`src/lcd_drive_cfg.svh`:
```
// Constants for the LCD multiplex drive timing block
`ifndef LCD_DRIVE_CFG_SVH
`define LCD_DRIVE_CFG_SVH

`define SEG_COUNT 60
`define BP_COUNT 4
`define OSC_CNT_W 24
`define HALF_CNT_W 4

// Frame rate and the fixed division of the LCD clock
`define FRAME_HZ 64
`define FRAME_DIV 24

// LCD clocks per half bit-phase, i.e. FRAME_DIV / (2 * backplanes)
`define HALF_LEN_STATIC 4'hc
`define HALF_LEN_MUX2 4'h6
`define HALF_LEN_MUX3 4'h4
`define HALF_LEN_MUX4 4'h3

// Drive mode codes on the mode command
`define MODE_CODE_STATIC 2'h1
`define MODE_CODE_MUX2 2'h2
`define MODE_CODE_MUX3 2'h3
`define MODE_CODE_MUX4 2'h0

// Output level codes: ground, lower tap, upper tap, LCD supply
`define LVL_VSS 2'h0
`define LVL_LOW 2'h1
`define LVL_HIGH 2'h2
`define LVL_VLCD 2'h3

// Reset values
`define RST_HALF_BIAS 1'b0
`define RST_ENABLE 1'b0
`define RST_SYNC_IDLE 1'b1

`endif

```
`src/lcd_drive_pkg.sv`:
```
// Types for the LCD multiplex drive timing block
`include "lcd_drive_cfg.svh"

package lcd_drive_pkg;

   typedef enum logic [1:0] {
      DRIVE_STATIC,
      DRIVE_MUX2,
      DRIVE_MUX3,
      DRIVE_MUX4
   } drive_t;

   typedef logic [1:0] level_t;

   typedef struct packed {
      logic sel_s1;
      logic sel_s2;
      logic ck_s1;
      logic ck_s2;
      logic ck_d;
      logic sy_s1;
      logic sy_s2;
      logic sy_d;
      logic [`OSC_CNT_W-1:0] osc_cnt;
      logic clk_out;
      drive_t drive;
      logic half_bias;
      logic enable;
      logic [1:0] bit_sel;
      logic pol;
      logic load_pend;
      logic sync_drive;
      logic [`SEG_COUNT-1:0] latch;
      logic [2*`BP_COUNT-1:0] bp_lvl;
      logic [2*`SEG_COUNT-1:0] seg_lvl;
   } drive_state_t;

   typedef struct packed {
      logic [`HALF_CNT_W-1:0] cnt;
   } div_state_t;

endpackage : lcd_drive_pkg

```
`src/lcd_frame_divider.sv`:
```
// Half bit-phase divider of the selected LCD clock
`timescale 1ns/1ps
`include "lcd_drive_cfg.svh"

module lcd_frame_divider (
   input wire logic i_clk,
   input wire logic i_rst_n,
   input wire logic i_tick,
   input wire logic i_restart,
   input wire logic [`HALF_CNT_W-1:0] i_half_len,
   output logic o_half_end
);

   lcd_drive_pkg::div_state_t s_reg;
   lcd_drive_pkg::div_state_t s_next;

   ////////////////////////////////////////////////////////////////////////////
   // Fixed integer division, restartable by alignment
   assign o_half_end = i_tick && !i_restart && (s_reg.cnt == i_half_len - 4'h1);

   always_comb begin
      s_next = s_reg;
      if (i_restart) begin
         s_next.cnt = '0;
      end else if (o_half_end) begin
         s_next.cnt = '0;
      end else if (i_tick) begin
         s_next.cnt = s_reg.cnt + 4'h1;
      end
   end

   always_ff @(posedge i_clk or negedge i_rst_n) begin
      if (!i_rst_n) begin
         s_reg <= '0;
      end else begin
         s_reg <= s_next;
      end
   end

endmodule : lcd_frame_divider

```
`src/lcd_multiplex_drive_timing.sv`:
```
// LCD multiplex drive timing, cascade alignment and output level generation
//
// Summary of operation
// - Report half bias to the bias network
// - Latest mode command steers the multiplexing
// - Static mode: one backplane, two levels
// - Two-backplane mode offers half or third bias
// - Three-backplane multiplex mode provided
// - Four-backplane multiplex mode provided
// - Half bias allowed with three, four backplanes
// - One selected clock times all drive logic
// - Select low: internal oscillator, driven out
// - Select high: clock pin is the input
// - Frame is fixed division of selected clock
// - Timing schedules RAM column into latch
// - Cascaded devices share alignment pulse line
// - Latch holds one RAM column per phase
// - Sixty segments from latch and phase
// - Four backplanes shaped by drive mode
// - Three-backplane mode: backplane 3 copies 1
// - Two-backplane mode: 0 with 2, 1 with 3
// - Static mode: all backplanes identical
// - Frame equals selected clock divided by 24
// - Alignment pulse restarts at last bit
// - Column k against backplane k, ascending order
// - Reset: four-backplane, third bias, display off
`timescale 1ns/1ps
`include "lcd_drive_cfg.svh"

module lcd_multiplex_drive_timing #(
   parameter int CLK_HZ = 250_000_000,
   parameter int OSC_CYCLES = CLK_HZ / (`FRAME_HZ * `FRAME_DIV)
) (
   input wire logic i_clk,
   input wire logic i_rst_n,
   input wire logic i_oscillator_source_select_pin,
   input wire logic i_clk_pin,
   output logic o_clk_pin,
   output logic o_clk_pin_oe,
   input wire logic i_sync_n,
   output logic o_sync_n,
   output logic o_sync_n_oe,
   input wire logic i_mode_valid,
   input wire logic [1:0] i_mode_drive,
   input wire logic i_mode_half_bias,
   input wire logic i_mode_enable,
   output logic [1:0] o_ram_bit_sel,
   input wire logic [`SEG_COUNT-1:0] i_ram_column,
   output logic o_half_bias,
   output logic [1:0] o_backplane_out_0,
   output logic [1:0] o_backplane_out_1,
   output logic [1:0] o_backplane_out_2,
   output logic [1:0] o_backplane_out_3,
   output logic [2*`SEG_COUNT-1:0] o_segment_outputs
);

   localparam logic [`OSC_CNT_W-1:0] OSC_LAST = (`OSC_CNT_W)'(OSC_CYCLES - 1);
   localparam logic [`OSC_CNT_W-1:0] OSC_HALF = (`OSC_CNT_W)'(OSC_CYCLES / 2);

   // Too short a period or too narrow a counter breaks the tick
   if (OSC_CYCLES < 2 || OSC_CYCLES >= (1 << `OSC_CNT_W)) begin : g_osc_check
      $error("OSC_CYCLES out of range for the oscillator counter");
   end

   lcd_drive_pkg::drive_state_t s_reg;
   lcd_drive_pkg::drive_state_t s_next;

   logic lcd_tick;
   logic sync_fall;
   logic restart;
   logic half_end;
   logic [`HALF_CNT_W-1:0] half_len;
   logic [1:0] last_bit;
   logic [`SEG_COUNT-1:0] cur_data;
   logic [2*`BP_COUNT-1:0] bp_lvl;
   logic [2*`SEG_COUNT-1:0] seg_lvl;

   ////////////////////////////////////////////////////////////////////////////
   // Helpers

   function automatic lcd_drive_pkg::drive_t decode_drive(input logic [1:0] code);
      lcd_drive_pkg::drive_t d;
      d = lcd_drive_pkg::DRIVE_MUX4;
      unique case (code)
         `MODE_CODE_STATIC: d = lcd_drive_pkg::DRIVE_STATIC;
         `MODE_CODE_MUX2: d = lcd_drive_pkg::DRIVE_MUX2;
         `MODE_CODE_MUX3: d = lcd_drive_pkg::DRIVE_MUX3;
         `MODE_CODE_MUX4: d = lcd_drive_pkg::DRIVE_MUX4;
      endcase
      return d;
   endfunction : decode_drive

   // Physical backplane level for the current bit phase and polarity
   function automatic lcd_drive_pkg::level_t bp_level(
      input lcd_drive_pkg::drive_t d,
      input logic [1:0] b,
      input logic p,
      input logic [1:0] k
   );
      logic [1:0] lg;
      lcd_drive_pkg::level_t lv;
      lg = k;
      unique case (d)
         lcd_drive_pkg::DRIVE_STATIC: lg = b;
         lcd_drive_pkg::DRIVE_MUX2: lg = {1'b0, k[0]};
         lcd_drive_pkg::DRIVE_MUX3: lg = (k == 2'h3) ? 2'h1 : k;
         lcd_drive_pkg::DRIVE_MUX4: lg = k;
      endcase
      if (lg == b) begin
         lv = p ? `LVL_VSS : `LVL_VLCD;
      end else begin
         lv = p ? `LVL_HIGH : `LVL_LOW;
      end
      return lv;
   endfunction : bp_level

   // Half bias shorts the taps, so off segments then use ground and supply, as in static mode
   function automatic lcd_drive_pkg::level_t seg_level(
      input lcd_drive_pkg::drive_t d,
      input logic hb,
      input logic p,
      input logic on
   );
      lcd_drive_pkg::level_t lv;
      if (on) begin
         lv = p ? `LVL_VLCD : `LVL_VSS;
      end else if (d == lcd_drive_pkg::DRIVE_STATIC || hb) begin
         lv = p ? `LVL_VSS : `LVL_VLCD;
      end else begin
         lv = p ? `LVL_LOW : `LVL_HIGH;
      end
      return lv;
   endfunction : seg_level

   ////////////////////////////////////////////////////////////////////////////
   // Mode dependent lengths

   always_comb begin
      half_len = `HALF_LEN_MUX4;
      last_bit = 2'h3;
      unique case (s_reg.drive)
         lcd_drive_pkg::DRIVE_STATIC: begin
            half_len = `HALF_LEN_STATIC;
            last_bit = 2'h0;
         end
         lcd_drive_pkg::DRIVE_MUX2: begin
            half_len = `HALF_LEN_MUX2;
            last_bit = 2'h1;
         end
         lcd_drive_pkg::DRIVE_MUX3: begin
            half_len = `HALF_LEN_MUX3;
            last_bit = 2'h2;
         end
         lcd_drive_pkg::DRIVE_MUX4: begin
            half_len = `HALF_LEN_MUX4;
            last_bit = 2'h3;
         end
      endcase
   end

   ////////////////////////////////////////////////////////////////////////////
   // Clock source

   assign lcd_tick = s_reg.sel_s2 ? (s_reg.ck_s2 && !s_reg.ck_d)
                                  : (s_reg.osc_cnt == OSC_LAST);

   // Own pulse is not taken as a restart, or it would restart itself forever
   assign sync_fall = s_reg.sy_d && !s_reg.sy_s2 && !s_reg.sync_drive;
   assign restart = i_mode_valid || sync_fall;

   lcd_frame_divider u_divider (
      .i_clk(i_clk),
      .i_rst_n(i_rst_n),
      .i_tick(lcd_tick),
      .i_restart(restart),
      .i_half_len(half_len),
      .o_half_end(half_end)
   );

   ////////////////////////////////////////////////////////////////////////////
   // Per output level generation

   assign cur_data = s_reg.load_pend ? i_ram_column : s_reg.latch;

   genvar gi;
   generate
      for (gi = 0; gi < `BP_COUNT; gi++) begin : g_bp
         assign bp_lvl[2*gi +: 2] = bp_level(s_reg.drive, s_reg.bit_sel, s_reg.pol,
                                             2'(gi));
      end
      for (gi = 0; gi < `SEG_COUNT; gi++) begin : g_seg
         assign seg_lvl[2*gi +: 2] = seg_level(s_reg.drive, s_reg.half_bias,
                                               s_reg.pol, cur_data[gi]);
      end
   endgenerate

   ////////////////////////////////////////////////////////////////////////////
   // Next state

   always_comb begin
      s_next = s_reg;
      s_next.sel_s1 = i_oscillator_source_select_pin;
      s_next.sel_s2 = s_reg.sel_s1;
      s_next.ck_s1 = i_clk_pin;
      s_next.ck_s2 = s_reg.ck_s1;
      s_next.ck_d = s_reg.ck_s2;
      s_next.sy_s1 = i_sync_n;
      s_next.sy_s2 = s_reg.sy_s1;
      s_next.sy_d = s_reg.sy_s2;

      if (s_reg.sel_s2 || s_reg.osc_cnt == OSC_LAST) begin
         s_next.osc_cnt = '0;
      end else begin
         s_next.osc_cnt = s_reg.osc_cnt + 24'h1;
      end
      s_next.clk_out = !s_reg.sel_s2 && (s_reg.osc_cnt < OSC_HALF);

      s_next.load_pend = 1'b0;
      if (s_reg.load_pend) begin
         s_next.latch = i_ram_column;
      end

      if (i_mode_valid) begin
         s_next.drive = decode_drive(i_mode_drive);
         s_next.half_bias = i_mode_half_bias;
         s_next.enable = i_mode_enable;
         s_next.bit_sel = 2'h0;
         s_next.pol = 1'b0;
         s_next.load_pend = 1'b1;
      end else if (sync_fall) begin
         s_next.bit_sel = last_bit;
         s_next.pol = 1'b0;
         s_next.load_pend = 1'b1;
      end else if (half_end) begin
         s_next.pol = !s_reg.pol;
         if (s_reg.pol) begin
            s_next.bit_sel = (s_reg.bit_sel == last_bit) ? 2'h0 : s_reg.bit_sel + 2'h1;
            s_next.load_pend = 1'b1;
         end
      end

      s_next.sync_drive = (s_reg.bit_sel == last_bit) && !s_reg.pol;

      if (s_reg.enable) begin
         s_next.bp_lvl = bp_lvl;
         s_next.seg_lvl = seg_lvl;
      end else begin
         s_next.bp_lvl = {`BP_COUNT{`LVL_VLCD}};
         s_next.seg_lvl = {`SEG_COUNT{`LVL_VLCD}};
      end
   end

   ////////////////////////////////////////////////////////////////////////////
   // State register

   always_ff @(posedge i_clk or negedge i_rst_n) begin
      if (!i_rst_n) begin
         s_reg <= '0;
         s_reg.sy_s1 <= `RST_SYNC_IDLE;
         s_reg.sy_s2 <= `RST_SYNC_IDLE;
         s_reg.sy_d <= `RST_SYNC_IDLE;
         s_reg.drive <= lcd_drive_pkg::DRIVE_MUX4;
         s_reg.half_bias <= `RST_HALF_BIAS;
         s_reg.enable <= `RST_ENABLE;
         s_reg.bp_lvl <= {`BP_COUNT{`LVL_VLCD}};
         s_reg.seg_lvl <= {`SEG_COUNT{`LVL_VLCD}};
      end else begin
         s_reg <= s_next;
      end
   end

   ////////////////////////////////////////////////////////////////////////////
   // Outputs

   assign o_clk_pin = s_reg.clk_out;
   assign o_clk_pin_oe = !s_reg.sel_s2;
   assign o_sync_n = 1'b0;
   assign o_sync_n_oe = s_reg.sync_drive;
   assign o_ram_bit_sel = s_reg.bit_sel;
   assign o_half_bias = s_reg.half_bias;
   assign o_backplane_out_0 = s_reg.bp_lvl[1:0];
   assign o_backplane_out_1 = s_reg.bp_lvl[3:2];
   assign o_backplane_out_2 = s_reg.bp_lvl[5:4];
   assign o_backplane_out_3 = s_reg.bp_lvl[7:6];
   assign o_segment_outputs = s_reg.seg_lvl;

endmodule : lcd_multiplex_drive_timing

```
`config.mk`:
```
export PLATFORM = sky130hd
export DESIGN_NAME = lcd_multiplex_drive_timing
export DESIGN_NICKNAME = d
export VERILOG_FILES = /design/src/lcd_drive_pkg.sv /design/src/lcd_frame_divider.sv /design/src/lcd_multiplex_drive_timing.sv
export VERILOG_INCLUDE_DIRS = /design/src /design/src/src
export SDC_FILE = /design/constraint.sdc
export NUM_CORES = 1
export LEC_CHECK = 0
export BUFFER_PORTS_ARGS = -buffer_cell sky130_fd_sc_hd__buf_4
export CAP_MARGIN = 40
export CELL_PAD_IN_SITES_DETAIL_PLACEMENT = 0
export CELL_PAD_IN_SITES_GLOBAL_PLACEMENT = 1
export CORE_MARGIN = 2
export CORE_UTILIZATION = 25
export DETAILED_ROUTE_END_ITERATION = 10
export PLACE_DENSITY_LB_ADDON = 0.1
export SYNTH_ARGS = -nofsm -noshare
export SYNTH_HDL_FRONTEND = slang
export SYNTH_HIERARCHICAL = 1
export SYNTH_SLANG_ARGS = --single-unit
```
`constraint.sdc`:
```
create_clock -name i_clk -period 4.25 [get_ports i_clk]
set_clock_uncertainty 0.2 [all_clocks]
set_input_delay 0.2125 -clock i_clk [delete_from_list [all_inputs] [get_ports i_clk]]
set_output_delay 0.2125 -clock i_clk [all_outputs]
set_load 0.05 [all_outputs]
```
After elaboration in Yosys (flattened, before gate mapping)
Index checks and enable logic that the tools add are counted.

Register bits after elaboration: 234. Word-level logic and storage cells: 153.

$add $sub $neg: 4. Magnitude comparators: 1. Eq/ne operators: 13. Mux-type cells: 89. Reductions and logical operators: 25.

Operators by type and width (count): $mux 2 (71); $mux 128 (1); $mux 60 (1); $add 24x1->24 const B (1); $eq 24x18->1 const B (1); $lt 24x17->1 const B (1); $mux 24 (1); $mux 4 (6); $pmux 2 s4 (2); $pmux 4 s4 (1); $pmux 2 s3 (2); $eq 2x2->1 (5); $reduce_bool 3->1 (3); $eq 2x2->1 const B (4); $pmux 2 s2 (2); $logic_and 1x1->1 (7); $logic_not 1->1 (6); $add 4x1->4 const B (1); $eq 2x1->1 const B (2); $eq 4x4->1 (1); $logic_not 2->1 (2); $reduce_or 2->1 (2); $sub 4x1->4 const B (1); $logic_or 1x1->1 (3); 4 further kinds (5).

Logic depth before layout (Yosys ltp)
Depth in word-level cells: 10. Gate-level depth with buffers: 11. Gate-level depth less buffers: 10.

Modules after synthesis
Netlist, hierarchy kept.

By module, submodules not included: lcd_multiplex_drive_timing (times used 1, cells an instance 1009, area an instance 10372.4 sq um, seq. area each 5843.1 sq um); lcd_frame_divider (times used 1, cells an instance 35, area an instance 326.6 sq um, seq. area each 100.1 sq um).

Least setup slack after synthesis
Ideal clock, no wire load.

Path kind: register to register. Start: reg s_reg[216] (netlist bit). End: reg s_reg, in the netlist o_ram_bit_sel[0]. Setup time: 0.110 ns. Data arrival time: 2.936 ns. Setup slack: 1.004 ns. Stages on the path, launching flop included: 8. Buffers on the path: 0. Cells stage by stage: dfrtp_1 -> nor4_1 -> nand2_1 -> o41ai_2 -> a21boi_0 -> nor4b_1 -> a211oi_1 -> o41ai_1.

Longest elaborated chain between the ends: 6.

Ends and longest elaborated chain: start, declared (RTL line lcd_multiplex_drive_timing.sv:65) `lcd_drive_pkg::drive_state_t s_reg;`; start signal, assigned (RTL line lcd_multiplex_drive_timing.sv:268) `s_reg <= s_next;`; $eq 24x18->1 (RTL line lcd_multiplex_drive_timing.sv:165) `: (s_reg.osc_cnt == OSC_LAST);`; $mux 1 (RTL line lcd_multiplex_drive_timing.sv:164) `assign lcd_tick = s_reg.sel_s2 ? (s_reg.ck_s2 && !s_reg.ck_d)`; named net lcd_tick (RTL line lcd_multiplex_drive_timing.sv:68) `logic lcd_tick;`; $logic_and 1x1->1 (2 in a row) (RTL line lcd_frame_divider.sv:19) `assign o_half_end = i_tick && !i_restart && (s_reg.cnt == i_half_len - 4'h1);`; named net half_end (RTL line lcd_multiplex_drive_timing.sv:71) `logic half_end;`; $reduce_bool 3->1 (no line); $reduce_and 2->1 (no line).

The timed path passes the listed nets, and every way through them passes these cells. A chain may end at the register's enable or synchronous reset.

Worst setup path after layout
Start: reg s_reg[217] (netlist bit). End: reg s_reg, in the netlist o_ram_bit_sel[1].

The elaborated chain is that of the path after synthesis.

==> impl_metrics.env <==
export IMPL_io_pins=205
export IMPL_fin_crit_sh=0.813
export IMPL_cp_end_kind="register"
export IMPL_drv_slew=0
export IMPL_grt_max_degree=103
export IMPL_syn_cell_area_um2=10700
export IMPL_clock_sinks=231
export IMPL_ant_nets=0
export IMPL_worst_pin_slew_ns=0.860
export IMPL_numPortBuffers=203
export IMPL_syn_to_final_growth_pct=27.0
export IMPL_vias=7301
export IMPL_setup_slack_ns=0.797
export IMPL_reg2reg_from="s_reg[217]$_DFF_PN0_"
export IMPL_drtIter0Drc=233
export IMPL_drt_first_pass_iters=4
export IMPL_synthArstFlopShare=1.00
export IMPL_htree_num_levels=1
export IMPL_diodes=0
export IMPL_globalplace_congestion=0.703
export IMPL_ys_warn_count=6
export IMPL_synth_top_cell_by_area="dfstp_2"
export IMPL_crit_required_ns=4.46
export IMPL_drive_gt1_frac=0.334
export IMPL_ys_types=50
export IMPL_fillCellCount=4322
export IMPL_die_area_um2=44500
export IMPL_status="complete, no violations"
export IMPL_syn_area_per_cell_um2=10.2
export IMPL_cts_tree="built"
export IMPL_largest_register_ffs=120
export IMPL_setup_viol=0
export IMPL_grt_antenna_before_repair=1
export IMPL_grt_util_all_layers=0.129
export IMPL_hold_class="in -> async"
export IMPL_irDropWorstVdd_uv=271
export IMPL_rsz0062_at_grt="false"
export IMPL_wl_per_cell_um=16.3
export IMPL_core_area_um2=42100
export IMPL_start_util=0.254
export IMPL_critPathArrivalTime_ns=3.67
export IMPL_cts_made_buffers=30
export IMPL_grt_overflow=0
export IMPL_fp_dieW_um=211
export IMPL_timing_fmax_mhz=290
export IMPL_ys_seq_elements=231
export IMPL_layout_min_cycle_time_ns=3.45
export IMPL_syn_inst=1044
export IMPL_power_density_nw_per_um2=494
export IMPL_reg2reg_depth=9
export IMPL_hpwl_mm=17.5
export IMPL_yosys_area_top_type_share=0.319
export IMPL_clk_pin_slew_ns=0.06
export IMPL_die_y_um=211
export IMPL_grt_pass1_wl_mm=44.8
export IMPL_cp_start_kind="register"
export IMPL_cts_root_buf="clkbuf_16"
export IMPL_power_leakage_uw=0.00611
export IMPL_worstSetupStartpoint="s_reg[217]$_DFF_PN0_"
export IMPL_remaining_drc_errors=0
export IMPL_slew_headroom=0.419
export IMPL_worstSkewPairLatency_ns=0.56
export IMPL_synth_ff_type="dfstp_2"
export IMPL_cp_max_fo=9
export IMPL_first_global_vias=7635
export IMPL_fin_setup_tns_ns=0
export IMPL_syn_nets=1121
export IMPL_worst_setup_path_type="reg -> reg"
export IMPL_synth_edf_count=0
export IMPL_dp_slack_ns=0.768
export IMPL_reg2reg_slack_ns=0.80
export IMPL_rows=75
export IMPL_synth_area_leaders="dfstp_2, dfrtp_1, buf_4"
export IMPL_drv_cap=0
export IMPL_yosysSeqAreaShare=0.555
export IMPL_wl_mm=28.4
export IMPL_vias_per_cell=4.19
export IMPL_worstReg2RegEnd="o_ram_bit_sel[1]$_DFFE_PN0P_"
export IMPL_crit_end="o_ram_bit_sel[1]$_DFFE_PN0P_"
export IMPL_post_cts_buffers=0
export IMPL_nNetsFinal=1258
export IMPL_clk_path_buf_depth=3
export IMPL_hold_viol_final=0
export IMPL_fin_util=0.323
## layer usage
metal,up-vias,wire length (um),global-route usage,part of all wire
met2,159,13200,0.209,0.47
met4,2,553,0.0284,0.019
met3,37,1700,0.0367,0.060
met5,-,7,0,0.00025
li1,3539,-,-,-
met1,3564,12900,0.170,0.45
## where the power goes
part | switching (uW) | internal (uW) | leakage (uW)
Combinational | 1070 | 500 | 0.00302
Clock | 955 | 1510 | 0.000471
Sequential | 128 | 2560 | 0.00261
Total | 2150 | 4570 | 0.00611
## synthesized netlist by cell type, types with 5 or more instances
master and n:
nor2_1 145, o21ai_0 134, buf_4 131, dfstp_2 130, dfrtp_1 101, inv_1 77, and2_1 63, mux2i_1 60
clkbuf_1 41, a21oi_1 21, nand2_1 15, xnor2_1 15, buf_1 10, nand3_1 9, ha_1 7, or3_1 7
nor3_1 6, nand3b_1 5, o41ai_1 5, xor2_1 5
## cell families (layout without fill, tap and decap cells)
family,after synthesis,after routing,share of synthesized area
AOI/OAI and AO/OA,176,176,0.0889
xor gates and xnor gates,21,21,0.0185
adders and majority gates,7,7,0.00819
buffers and inverters,261,419,0.138
DFF,231,231,0.555
muxes,62,62,0.0582
other,1,1,0.000350
and+or+nand+nor,285,285,0.132
## layout make-up
| class | instances | area, um^2 | area share |
|---|---|---|---|
| flip-flops and latches | 231 | 5950 | 0.438 |
| multi-input cells | 552 | 3290 | 0.242 |
| repair buffers | 289 | 2420 | 0.178 |
| clock buffers | 49 | 913 | 0.0672 |
| well taps | 539 | 674 | 0.0496 |
| inverters | 77 | 289 | 0.0213 |
| clock inverters | 4 | 48.8 | 0.00359 |
## placed cells by master, fill, tap and decap left out, types with 6 or more instances in the layout
| master | n |
|---|---|
| buf_4 | 210 |
| nor3_1 | 6 |
| clkbuf_8 | 7 |
| xnor2_1 | 15 |
| dlygate4sd3_1 | 73 |
| dfrtp_1 | 98 |
| ha_1 | 6 |
| or3_1 | 7 |
| clkbuf_16 | 31 |
| clkbuf_1 | 11 |
| o21ai_0 | 134 |
| nand3_1 | 9 |
| and2_1 | 63 |
| dfstp_2 | 130 |
| nor2_1 | 145 |
| a21oi_1 | 21 |
| nand2_1 | 15 |
| inv_1 | 77 |
| mux2i_1 | 60 |
## how the worst min path moves through the flow
stage,from,cells past startpoint,slack (ns),end
final,i_rst_n,2,0.07,s_reg[218]$_DFF_PN0_
after global routing,i_sync_n,2,0.1,s_next[223]$_DFF_PN1_
after CTS,i_oscillator_source_select_pin,2,0.07,s_next[228]$_DFF_PN0_
after floorplan,i_rst_n,0,-0.28,o_clk_pin$_DFF_PN0_
after detailed placement,i_oscillator_source_select_pin,1,0.12,s_next[228]$_DFF_PN0_
after global placement,i_rst_n,1,0.12,s_reg[218]$_DFF_PN0_
## per-stage QoR
step                      cell area (um^2)  hold WS, ns  power [uW]  std cells
after global placement               11900        0.123        4270       1613
final                                13600       0.0691        6720       1741
after global routing                 13600       0.0960        7090       1741
after floorplan                      10700       -0.283        3920       1044
after detailed placement             11900        0.123        4270       1615
after CTS                            13600       0.0660        6890       1741
## critical path, stage by stage (launching register included)
cell      delay (ns)
dfrtp_1         0.43
nor4_1          0.29
nand2_1         0.16
o41ai_4         0.38
a21boi_0        0.26
buf_4           0.19
nor4b_1         0.71
a211oi_1        0.31
o21ai_0         0.28
o41ai_1         0.11
## repair_timing
item	4_1_cts	5_1_grt
gates resized for setup	0	0
endpoints found under the hold margin	261	0
hold buffers	73	0
Note: power is estimated with default switching activity, not from simulation.
